==> config.mk <==
export PLATFORM = sky130hd
export DESIGN_NAME = frm_fault_ctrl
export DESIGN_NICKNAME = d
export VERILOG_FILES = /design/src/hdl/frm_pkg.sv /design/src/hdl/frm_byte_reg.sv /design/src/hdl/frm_fault_ctrl.sv /design/src/hdl/frm_sticky.sv
export SDC_FILE = /design/constraint.sdc
export NUM_CORES = 1
export LEC_CHECK = 0
export BUFFER_PORTS_ARGS = -buffer_cell sky130_fd_sc_hd__buf_4
export CAP_MARGIN = 20
export CORE_MARGIN = 10
export CORE_UTILIZATION = 45
export CTS_CLUSTER_SIZE = 40
export DETAILED_ROUTE_END_ITERATION = 8
export PLACE_DENSITY = 0.63
export SYNTH_ARGS = -nofsm -noshare
export SYNTH_HDL_FRONTEND = slang
export SYNTH_HIERARCHICAL = 1
export SYNTH_SLANG_ARGS = --single-unit
==> constraint.sdc <==
create_clock -name mclk -period 2.2 [get_ports mclk]
set_clock_uncertainty 0.2 [all_clocks]
set_input_delay 0.44 -clock mclk [delete_from_list [all_inputs] [get_ports mclk]]
set_output_delay 0.44 -clock mclk [all_outputs]
set_load 0.05 [all_outputs]
==> src/hdl/frm_pkg.sv <==
// Constants for the fault report, mask and latch controller.
// Assumes one core clock and byte registers on the core's control port.
package frm_pkg;

  // ****************************************
  // Register offsets
  // ****************************************
  localparam logic [7:0] CHAN_STAT_OFS = 8'h70;
  localparam logic [7:0] GLOB1_STAT_OFS = 8'h71;
  localparam logic [7:0] GLOB2_STAT_OFS = 8'h72;
  localparam logic [7:0] WARN_STAT_OFS = 8'h73;
  localparam logic [7:0] REPORT_MASK_OFS = 8'h74;
  localparam logic [7:0] LATCH_MASK_OFS = 8'h75;
  localparam logic [7:0] MISC_OFS = 8'h76;
  localparam logic [7:0] CUR_LIMIT_OFS = 8'h77;
  localparam logic [7:0] CLEAR_OFS = 8'h78;

  // ****************************************
  // Reset values and writable bits
  // ****************************************
  localparam logic [7:0] REPORT_MASK_RST = 8'h00;
  localparam logic [7:0] REPORT_MASK_WMASK = 8'hF7;
  localparam logic [7:0] LATCH_MASK_RST = 8'hF8;
  localparam logic [7:0] MISC_RST = 8'h00;
  localparam logic [7:0] CUR_LIMIT_RST = 8'h00;
  localparam logic [7:0] CLEAR_RST = 8'h00;
  localparam logic [7:0] CLEAR_WMASK = 8'h7F;
  localparam logic [7:0] ALL_WMASK = 8'hFF;

  // ****************************************
  // Field positions
  // ****************************************
  localparam int MSK_OVERTEMP_SHUTDOWN = 7;
  localparam int MSK_CORE_LOW = 6;
  localparam int MSK_CORE_HIGH = 5;
  localparam int MSK_CLK = 4;
  localparam int MSK_PWR = 2;
  localparam int MSK_DC = 1;
  localparam int MSK_OC = 0;
  localparam int LAT_CBC_FAULT = 7;
  localparam int LAT_CBC_WARN = 6;
  localparam int LAT_CLK = 5;
  localparam int LAT_OVERTEMP_SHUTDOWN = 4;
  localparam int LAT_OTW = 3;
  localparam int MSK_OTW = 2;
  localparam int MSK_CBC_WARN = 1;
  localparam int MSK_CBC_FAULT = 0;
  localparam int MISC_DET_HOLD = 7;
  localparam int MISC_AUTO_REC = 4;
  localparam int CL_EN = 2;
  localparam int CL_WARN_EN = 1;
  localparam int CL_FAULT_EN = 0;
  localparam int CLR_BIT = 7;

  // ****************************************
  // Sticky indication slots
  // ****************************************
  localparam int IX_OVERTEMP_SHUTDOWN = 0;
  localparam int IX_CLK = 1;
  localparam int IX_CBCF1 = 2;
  localparam int IX_CBCF2 = 3;
  localparam int IX_CBCW1 = 4;
  localparam int IX_CBCW2 = 5;
  localparam int IX_OTW = 6;
  localparam int IX_DC1 = 7;
  localparam int IX_DC2 = 8;
  localparam int IX_OC1 = 9;
  localparam int IX_OC2 = 10;
  localparam int IX_PUV = 11;
  localparam int IX_POV = 12;
  localparam int NUM_IND = 13;

endpackage

==> src/hdl/frm_byte_reg.sv <==
// One byte control register with per-bit write mask.
// Assumes one-cycle write strobes from the control port.
`timescale 1ns/100ps
`default_nettype none
module frm_byte_reg #(
  parameter logic [7:0] RST_VAL = 8'h00,
  parameter logic [7:0] WMASK = 8'hFF
) (
  input wire logic mclk,        // core clock
  input wire logic rst_n,       // sync reset
  input wire logic wr,          // write strobe for this byte
  input wire logic [7:0] wdata, // write data
  output logic [7:0] q          // stored value
);
  logic [7:0] q_reg;
  logic [7:0] q_next;

  // Read-only bits keep their reset value
  assign q_next = wr ? ((wdata & WMASK) | (RST_VAL & ~WMASK)) : q_reg;
  assign q = q_reg;

  always_ff @(posedge mclk) begin
    if (!rst_n) begin
      q_reg <= RST_VAL;
    end else begin
      q_reg <= q_next;
    end
  end
endmodule
`default_nettype wire

==> src/hdl/frm_fault_ctrl.sv <==
// Fault report, mask and latch controller of the amplifier core.
// Assumes detector levels and control port strobes synchronous to mclk.
`timescale 1ns/100ps
`default_nettype none
module frm_fault_ctrl (
  input wire logic mclk,             // core clock, 250 MHz
  input wire logic rst_n,            // sync reset, active low
  input wire logic [7:0] reg_addr,   // register offset
  input wire logic [7:0] reg_wdata,  // write data
  input wire logic reg_wr,           // write strobe, one cycle
  input wire logic reg_rd,           // read strobe, one cycle
  input wire logic overtemp_shutdown,// overtemp shutdown detector
  input wire logic overtemp_warning, // overtemp warning detector
  input wire logic core_low,         // core supply undervoltage
  input wire logic core_high,        // core supply overvoltage
  input wire logic clk_fault,        // clock fault detector
  input wire logic clk_detect,       // live clock detection status
  input wire logic pwr_low,          // power supply undervoltage
  input wire logic pwr_high,         // power supply overvoltage
  input wire logic [1:0] dc_fault,   // per-channel DC fault
  input wire logic [1:0] oc_fault,   // per-channel overcurrent
  input wire logic [1:0] cbc_fault,  // per-channel limit fault
  input wire logic [1:0] cbc_warn,   // per-channel limit warning
  output logic [7:0] reg_rdata,      // read data, valid after reg_rd
  output logic reg_rvalid,           // read data strobe
  output logic fault_n,              // fault report, active low
  output logic warn_n,               // warning report, active low
  output logic out_hiz,              // output stage tri-state
  output logic clk_detect_status,    // held or live detect status
  output logic current_limit_enable, // to limiter
  output logic current_limit_warning_enable, // to limiter
  output logic current_limit_fault_enable,   // to limiter
  output logic overtemp_auto_recovery_enable // to shutdown logic
);

  // ****************************************
  // Address decode
  // ****************************************
  wire hit_rmask = reg_addr == frm_pkg::REPORT_MASK_OFS;
  wire hit_lmask = reg_addr == frm_pkg::LATCH_MASK_OFS;
  wire hit_misc = reg_addr == frm_pkg::MISC_OFS;
  wire hit_cl = reg_addr == frm_pkg::CUR_LIMIT_OFS;
  wire hit_clr = reg_addr == frm_pkg::CLEAR_OFS;
  wire hit_chan = reg_addr == frm_pkg::CHAN_STAT_OFS;
  wire hit_glob1 = reg_addr == frm_pkg::GLOB1_STAT_OFS;
  wire hit_glob2 = reg_addr == frm_pkg::GLOB2_STAT_OFS;
  wire hit_warn = reg_addr == frm_pkg::WARN_STAT_OFS;

  // ****************************************
  // Control registers
  // ****************************************
  logic [7:0] report_mask;
  logic [7:0] latch_mask;
  logic [7:0] misc_ctrl;
  logic [7:0] cl_ctrl;
  logic [7:0] clr_store;

  // Position 3 is read-only zero
  frm_byte_reg #(
    .RST_VAL(frm_pkg::REPORT_MASK_RST),
    .WMASK(frm_pkg::REPORT_MASK_WMASK)
  ) u_rmask (
    .mclk(mclk),
    .rst_n(rst_n),
    .wr(reg_wr && hit_rmask),
    .wdata(reg_wdata),
    .q(report_mask)
  );

  // Latch enables come out of reset set
  frm_byte_reg #(
    .RST_VAL(frm_pkg::LATCH_MASK_RST),
    .WMASK(frm_pkg::ALL_WMASK)
  ) u_lmask (
    .mclk(mclk),
    .rst_n(rst_n),
    .wr(reg_wr && hit_lmask),
    .wdata(reg_wdata),
    .q(latch_mask)
  );

  frm_byte_reg #(
    .RST_VAL(frm_pkg::MISC_RST),
    .WMASK(frm_pkg::ALL_WMASK)
  ) u_misc (
    .mclk(mclk),
    .rst_n(rst_n),
    .wr(reg_wr && hit_misc),
    .wdata(reg_wdata),
    .q(misc_ctrl)
  );

  frm_byte_reg #(
    .RST_VAL(frm_pkg::CUR_LIMIT_RST),
    .WMASK(frm_pkg::ALL_WMASK)
  ) u_cl (
    .mclk(mclk),
    .rst_n(rst_n),
    .wr(reg_wr && hit_cl),
    .wdata(reg_wdata),
    .q(cl_ctrl)
  );

  // Only the reserved low bits are stored; bit 7 is a command
  frm_byte_reg #(
    .RST_VAL(frm_pkg::CLEAR_RST),
    .WMASK(frm_pkg::CLEAR_WMASK)
  ) u_clr (
    .mclk(mclk),
    .rst_n(rst_n),
    .wr(reg_wr && hit_clr),
    .wdata(reg_wdata),
    .q(clr_store)
  );

  // ****************************************
  // Field views
  // ****************************************
  wire overtemp_shutdown_report_mask = report_mask[frm_pkg::MSK_OVERTEMP_SHUTDOWN];
  wire core_supply_low_report_mask = report_mask[frm_pkg::MSK_CORE_LOW];
  wire core_supply_high_report_mask = report_mask[frm_pkg::MSK_CORE_HIGH];
  wire clock_fault_report_mask = report_mask[frm_pkg::MSK_CLK];
  wire power_supply_voltage_report_mask = report_mask[frm_pkg::MSK_PWR];
  wire dc_offset_fault_report_mask = report_mask[frm_pkg::MSK_DC];
  wire overcurrent_report_mask = report_mask[frm_pkg::MSK_OC];
  wire overtemp_warning_report_mask = latch_mask[frm_pkg::MSK_OTW];
  wire current_limit_warning_report_mask =
    latch_mask[frm_pkg::MSK_CBC_WARN];
  wire current_limit_fault_report_mask =
    latch_mask[frm_pkg::MSK_CBC_FAULT];
  wire clock_detect_status_hold = misc_ctrl[frm_pkg::MISC_DET_HOLD];
  wire auto_rec = misc_ctrl[frm_pkg::MISC_AUTO_REC];
  wire cl_on = cl_ctrl[frm_pkg::CL_EN];

  // Command bit pulses for one cycle on a write of 1
  wire fault_clr = reg_wr && hit_clr && reg_wdata[frm_pkg::CLR_BIT];

  // ****************************************
  // Sticky indications
  // ****************************************
  logic [frm_pkg::NUM_IND-1:0] src_vec;
  logic [frm_pkg::NUM_IND-1:0] lat_vec;
  logic [frm_pkg::NUM_IND-1:0] ind;

  // Limit sources pass only while the limiter and their own enable are set
  wire [1:0] cbcf_q = cbc_fault & {2{cl_on && cl_ctrl[frm_pkg::CL_FAULT_EN]}};
  wire [1:0] cbcw_q = cbc_warn & {2{cl_on && cl_ctrl[frm_pkg::CL_WARN_EN]}};

  assign src_vec[frm_pkg::IX_OVERTEMP_SHUTDOWN] = overtemp_shutdown;
  assign src_vec[frm_pkg::IX_CLK] = clk_fault;
  assign src_vec[frm_pkg::IX_CBCF1] = cbcf_q[0];
  assign src_vec[frm_pkg::IX_CBCF2] = cbcf_q[1];
  assign src_vec[frm_pkg::IX_CBCW1] = cbcw_q[0];
  assign src_vec[frm_pkg::IX_CBCW2] = cbcw_q[1];
  assign src_vec[frm_pkg::IX_OTW] = overtemp_warning;
  assign src_vec[frm_pkg::IX_DC1] = dc_fault[0];
  assign src_vec[frm_pkg::IX_DC2] = dc_fault[1];
  assign src_vec[frm_pkg::IX_OC1] = oc_fault[0];
  assign src_vec[frm_pkg::IX_OC2] = oc_fault[1];
  assign src_vec[frm_pkg::IX_PUV] = pwr_low;
  assign src_vec[frm_pkg::IX_POV] = pwr_high;

  // Auto recovery overrides the shutdown latch
  assign lat_vec[frm_pkg::IX_OVERTEMP_SHUTDOWN] =
    latch_mask[frm_pkg::LAT_OVERTEMP_SHUTDOWN] && !auto_rec;
  assign lat_vec[frm_pkg::IX_CLK] = latch_mask[frm_pkg::LAT_CLK];
  assign lat_vec[frm_pkg::IX_CBCF1] = latch_mask[frm_pkg::LAT_CBC_FAULT];
  assign lat_vec[frm_pkg::IX_CBCF2] = latch_mask[frm_pkg::LAT_CBC_FAULT];
  assign lat_vec[frm_pkg::IX_CBCW1] = latch_mask[frm_pkg::LAT_CBC_WARN];
  assign lat_vec[frm_pkg::IX_CBCW2] = latch_mask[frm_pkg::LAT_CBC_WARN];
  assign lat_vec[frm_pkg::IX_OTW] = latch_mask[frm_pkg::LAT_OTW];
  // DC and overcurrent always hold until cleared
  assign lat_vec[frm_pkg::IX_DC1] = 1'b1;
  assign lat_vec[frm_pkg::IX_DC2] = 1'b1;
  assign lat_vec[frm_pkg::IX_OC1] = 1'b1;
  assign lat_vec[frm_pkg::IX_OC2] = 1'b1;
  // Supply faults recover on their own
  assign lat_vec[frm_pkg::IX_PUV] = 1'b0;
  assign lat_vec[frm_pkg::IX_POV] = 1'b0;

  genvar gi;
  generate
    for (gi = 0; gi < frm_pkg::NUM_IND; gi = gi + 1) begin : g_ind
      // Latch enables steer each indication
      frm_sticky u_cell (
        .mclk(mclk),
        .rst_n(rst_n),
        .src(src_vec[gi]),
        .latch_en(lat_vec[gi]),
        .clr(fault_clr),
        .ind(ind[gi])
      );
    end
  endgenerate

  // ****************************************
  // Report gating
  // ****************************************
  wire rep_overtemp_shutdown = ind[frm_pkg::IX_OVERTEMP_SHUTDOWN] &&
    !overtemp_shutdown_report_mask;
  wire rep_core = (core_low && !core_supply_low_report_mask) ||
    (core_high && !core_supply_high_report_mask);
  wire rep_clk = ind[frm_pkg::IX_CLK] &&
    !clock_fault_report_mask;
  wire rep_pwr = (ind[frm_pkg::IX_PUV] || ind[frm_pkg::IX_POV]) &&
    !power_supply_voltage_report_mask;
  wire rep_dc = (ind[frm_pkg::IX_DC1] || ind[frm_pkg::IX_DC2]) &&
    !dc_offset_fault_report_mask;
  wire rep_oc = (ind[frm_pkg::IX_OC1] || ind[frm_pkg::IX_OC2]) &&
    !overcurrent_report_mask;
  wire rep_cbcf = (ind[frm_pkg::IX_CBCF1] || ind[frm_pkg::IX_CBCF2]) &&
    !current_limit_fault_report_mask;
  wire rep_cbcw = (ind[frm_pkg::IX_CBCW1] || ind[frm_pkg::IX_CBCW2]) &&
    !current_limit_warning_report_mask;
  wire rep_otw = ind[frm_pkg::IX_OTW] &&
    !overtemp_warning_report_mask;

  // Any unmasked live or held fault pulls the pin
  wire fault_any = rep_overtemp_shutdown || rep_core || rep_clk || rep_pwr ||
    rep_dc || rep_oc || rep_cbcf;
  wire warn_any = rep_cbcw || rep_otw;

  // Masks affect the report only, never the output stage
  wire hiz_any = ind[frm_pkg::IX_OVERTEMP_SHUTDOWN] || ind[frm_pkg::IX_CLK] ||
    ind[frm_pkg::IX_DC1] || ind[frm_pkg::IX_DC2] ||
    ind[frm_pkg::IX_OC1] || ind[frm_pkg::IX_OC2] ||
    ind[frm_pkg::IX_PUV] || ind[frm_pkg::IX_POV];

  // ****************************************
  // Clock detection status
  // ****************************************
  logic det_reg;
  // Held mode keeps a 1 until cleared; clear loses to a new detect
  wire det_next = clock_detect_status_hold ?
    (clk_detect || (det_reg && !fault_clr)) : clk_detect;

  // ****************************************
  // Read path
  // ****************************************
  wire [7:0] chan_view = {4'h0, ind[frm_pkg::IX_DC1],
    ind[frm_pkg::IX_DC2], ind[frm_pkg::IX_OC1], ind[frm_pkg::IX_OC2]};
  wire [7:0] glob1_view = {5'h00, ind[frm_pkg::IX_CLK],
    ind[frm_pkg::IX_POV], ind[frm_pkg::IX_PUV]};
  wire [7:0] glob2_view = {5'h00, ind[frm_pkg::IX_CBCF2],
    ind[frm_pkg::IX_CBCF1], ind[frm_pkg::IX_OVERTEMP_SHUTDOWN]};
  wire [7:0] warn_view = {2'h0, ind[frm_pkg::IX_CBCW1],
    ind[frm_pkg::IX_CBCW2], 3'h0, ind[frm_pkg::IX_OTW]};

  // Clear command bit reads back as zero
  wire [7:0] rd_mux =
    hit_rmask ? report_mask :
    hit_lmask ? latch_mask :
    hit_misc ? misc_ctrl :
    hit_cl ? cl_ctrl :
    hit_clr ? clr_store :
    hit_chan ? chan_view :
    hit_glob1 ? glob1_view :
    hit_glob2 ? glob2_view :
    hit_warn ? warn_view : 8'h00;

  // ****************************************
  // Output flops
  // ****************************************
  logic [7:0] rdata_reg;
  logic rvalid_reg;
  logic fault_n_reg;
  logic warn_n_reg;
  logic hiz_reg;
  logic [2:0] cl_out_reg;
  logic auto_rec_reg;

  always_ff @(posedge mclk) begin
    if (!rst_n) begin
      rdata_reg <= 8'h00;
      rvalid_reg <= 1'b0;
      fault_n_reg <= 1'b1;
      warn_n_reg <= 1'b1;
      hiz_reg <= 1'b0;
      det_reg <= 1'b0;
      cl_out_reg <= 3'h0;
      auto_rec_reg <= 1'b0;
    end else begin
      rdata_reg <= reg_rd ? rd_mux : rdata_reg;
      rvalid_reg <= reg_rd;
      fault_n_reg <= !fault_any;
      warn_n_reg <= !warn_any;
      hiz_reg <= hiz_any;
      det_reg <= det_next;
      // Enables steer the limiter
      cl_out_reg <= {cl_on, cl_on && cl_ctrl[frm_pkg::CL_WARN_EN],
        cl_on && cl_ctrl[frm_pkg::CL_FAULT_EN]};
      auto_rec_reg <= auto_rec;
    end
  end

  assign reg_rdata = rdata_reg;
  assign reg_rvalid = rvalid_reg;
  assign fault_n = fault_n_reg;
  assign warn_n = warn_n_reg;
  assign out_hiz = hiz_reg;
  assign clk_detect_status = det_reg;
  assign current_limit_enable = cl_out_reg[2];
  assign current_limit_warning_enable = cl_out_reg[1];
  assign current_limit_fault_enable = cl_out_reg[0];
  assign overtemp_auto_recovery_enable = auto_rec_reg;

endmodule
`default_nettype wire

==> src/hdl/frm_sticky.sv <==
// One fault or warning indication with optional latching.
// Assumes src is a level synchronous to mclk.
`timescale 1ns/100ps
`default_nettype none
module frm_sticky (
  input wire logic mclk,     // core clock
  input wire logic rst_n,    // sync reset
  input wire logic src,      // live detector level
  input wire logic latch_en, // hold after source drops
  input wire logic clr,      // one-cycle clear pulse
  output logic ind           // live or held indication
);
  logic held_reg;
  logic held_next;

  // Set wins over a clear arriving in the same cycle
  assign held_next = (src && latch_en) ? 1'b1 : (clr ? 1'b0 : held_reg);
  assign ind = src | held_reg;

  always_ff @(posedge mclk) begin
    if (!rst_n) begin
      held_reg <= 1'b0;
    end else begin
      held_reg <= held_next;
    end
  end
endmodule
`default_nettype wire

==> impl_results.md <==
- Post-DP HPWL: 6970 um
- Sequential fraction of the synthesis area: 0.399
- Logic pwr share: 0.114
- PortBufs: 52
- Clk Latency, worst-skew pair: 0.34 ns
- DRC viols: 0
- Height of the die: 107 um
- DR vias/cell: 5.21
- FF+latch count, synth: 68
- Syn Inst Count: 367
- Critical Path Max Stage Delay: 0.54 ns
- Die area: 11,500 um^2
- Clock Sinks: 68
- Hold-fix buffer count after cts: 0
- Clk slew on worst S/H paths: 0.07 ns
- 1st-iter DRT viols: 140
- Core area: 7330 um^2
- WS Path Type: in2reg
- Largest net degree at the start of global routing: 32
- Fillers: 664
- Root Buffer: clkbuf_8
- Number of flip-flops in the largest register: 13
- Worst-path fanout max: 3
- DR pass1 iterations: 4
- Via count: 2,833
- Main synth FF type: dfxtp_1
- Commonest non-fill, non-tap cell in the layout: buf_4
- Number of global-route vias before repair: 2,852
- Most frequent cells in the layout: buf_4 (74), dfxtp_1 (68), mux2i_1 (48), nor2b_1 (40), nand2_1 (26)
- TritonCTS clock tree: built
- Sw Ratio: 0.249
- Tot GR Track Use: 0.162
- Pwr Density: 585 nW/um^2
- Post-CTS setup buffer count: 0
- Syn Std Cell Area: 3410 um^2
- Max VDD drop: 270 uV
- Area grow syn2layout: 22.4%
- Chip width: 107 um
- Storage element area: 1360 um^2
- Layout cells sized above 1: 0.243
- Number of synthesized flops with an enable pin: 0
- Worst setup SP type: input pin
- Wire per inst: 16.9 um
- Max-cap viol count: 0
- Pins Over Slew Limit: 0
- Antenna diodes: 0
- Worst Path Required: 2.23 ns
- Fin util: 0.570
- Status: completed
- GRT Residual Overflow: 0
- Final period util: 0.890
- P_int: 0.00184 W
- Area taken by multi-input logic gates: 1890 um^2
- Final WL: 9180 um
- Slew HR: 0.600
- Syn Area/Cell: 9.30 um^2
- Antenna-violating nets left: 0
- Final Hold Slack: 0.106 ns
- Clk buf depth: 2
- CP Cell Sequence: buf_4 -> and4b_1 -> nand3_1 -> nor3b_1 -> buf_4 -> mux2i_1 -> nor2b_1
- I/O pin total: 53
- First-pass GRT wire length: 14,900 um
- GPL Wtd Cong: 0.889
- Synthesis Warnings: 6
- Worst-Margin Slew: 0.599 ns
- Setup-failing EPs final: 0
- CTS buffer count: 9
- Min Tclk post-route: 1.96 ns
- Initial antenna violation count: 0
- Pleak: 1.62 nW
- Max Clock Freq: 510 MHz
- Worst Hold Class: in2reg
- RSZ-0062 raised after global routing: false
- Clock power share: 0.371
- Final #Nets: 477
- FP Rows: 31
- Fraction of registers with async set/reset: 0
- Hold Fails Final Rpt: 0
- Max H-tree Level: 3
- WP data arrival: 1.99 ns
- Distinct cell type count after synthesis: 52
- Slowest CP cell: nor3b_1
- Net switching power: 0.000608 W
- Most Frequent Cell on Critical Path: buf_4
- CP endpoint kind: flop
- PostCTS Resize Cnt: 0
- Sequential Power Share: 0.515
- Initial Util: 0.465
logic make-up after synthesis:
family,count (synthesis),share of synthesized area
compound gates,73,0.161
flops,68,0.399
other cells,4,0.00440
simple gates,142,0.240
buf+inv,31,0.0517
mux,49,0.144
critical path, delay by kind of cell:
family	cells	cell delay, ns
buf+inv	2	0.37
simple gates	4	0.98
mux	1	0.20
area by class of cell:
type,count,area share
Multi-Input combinational cell,272,0.453
Sequential cell,68,0.326
Timing Repair Buffer,75,0.138
Clock buffer,13,0.0381
Tap cell,99,0.0297
Inverter,15,0.0135
Clock inverter,2,0.00240
Yosys cell counts (2+ instances only):
library cell  number  area [um^2]
nor2b_1           40          250
o22ai_1            8         50.1
nand2_1           26         97.6
o32ai_1            2         17.5
inv_1             15         56.3
nor2_1            19         71.3
dfxtp_1           68         1360
nor3b_1            2         15.0
o21a_1             3         22.5
buf_2              3         15.0
mux2i_1           48          480
and3_1             7         43.8
a21oi_1            7         35.0
conb_1             4         15.0
a32o_1             2         20.0
and2_1             3         18.8
buf_4              3         22.5
nand3_1            4         20.0
o311a_1            2         20.0
a22o_1             2         17.5
o2bb2ai_1          3         26.3
o31a_1             2         17.5
buf_6              6         67.6
nand2b_1          15         93.8
a31oi_1            6         37.5
o21ai_0           15         75.1
or2_1             13         81.3
clkbuf_1           3         11.3
a21boi_2          13          146
final timing paths:
path	startpoint	endpoint	slack (ns)	depth (start not counted)
worst max-delay path	reg_addr[7]	u_misc/q[2]	0.24	7
worst min-delay path	clk_detect	clk_detect_status	0.11	3
worst max register to register	u_cl/q[2]	reg_rdata[4]	0.30	7
worst min register to register	g_ind[1].u_cell/held_reg	g_ind[1].u_cell/held_reg	0.27	2
stage by stage:
step | TNS, ns | worst slack (ns) | cell area (um^2) | power (W) | instances
global placement | -0.259 | -0.0552 | 4010 | 0.00156 | 529
floorplan | 0 | 0.237 | 3430 | 0.00144 | 371
CTS | 0 | 0.295 | 4180 | 0.00246 | 544
detailed placement | -0.181 | -0.0490 | 4010 | 0.00156 | 529
finish | 0 | 0.241 | 4180 | 0.00244 | 544
global route | 0 | 0.117 | 4180 | 0.00254 | 544
power by group through the flow:
stage	clock network, W	logic (W)	registers, W
6_report	0.000906	0.000279	0.00126
3_5_place_dp	0	0.000278	0.00129
3_3_place_gp	0	0.000277	0.00128
4_1_cts	0.000925	0.000279	0.00126
5_1_grt	0.000979	0.000303	0.00126
2_1_floorplan	0	0.000129	0.00131
layer usage:
metal,share of wire,vias to the layer above,track usage
met5,0,-,0
met4,0.013,0,0.0455
met3,0.062,10,0.0497
met2,0.46,60,0.260
met1,0.47,1346,0.205
li1,-,1417,-
Note: power is estimated with default switching activity, not from simulation.
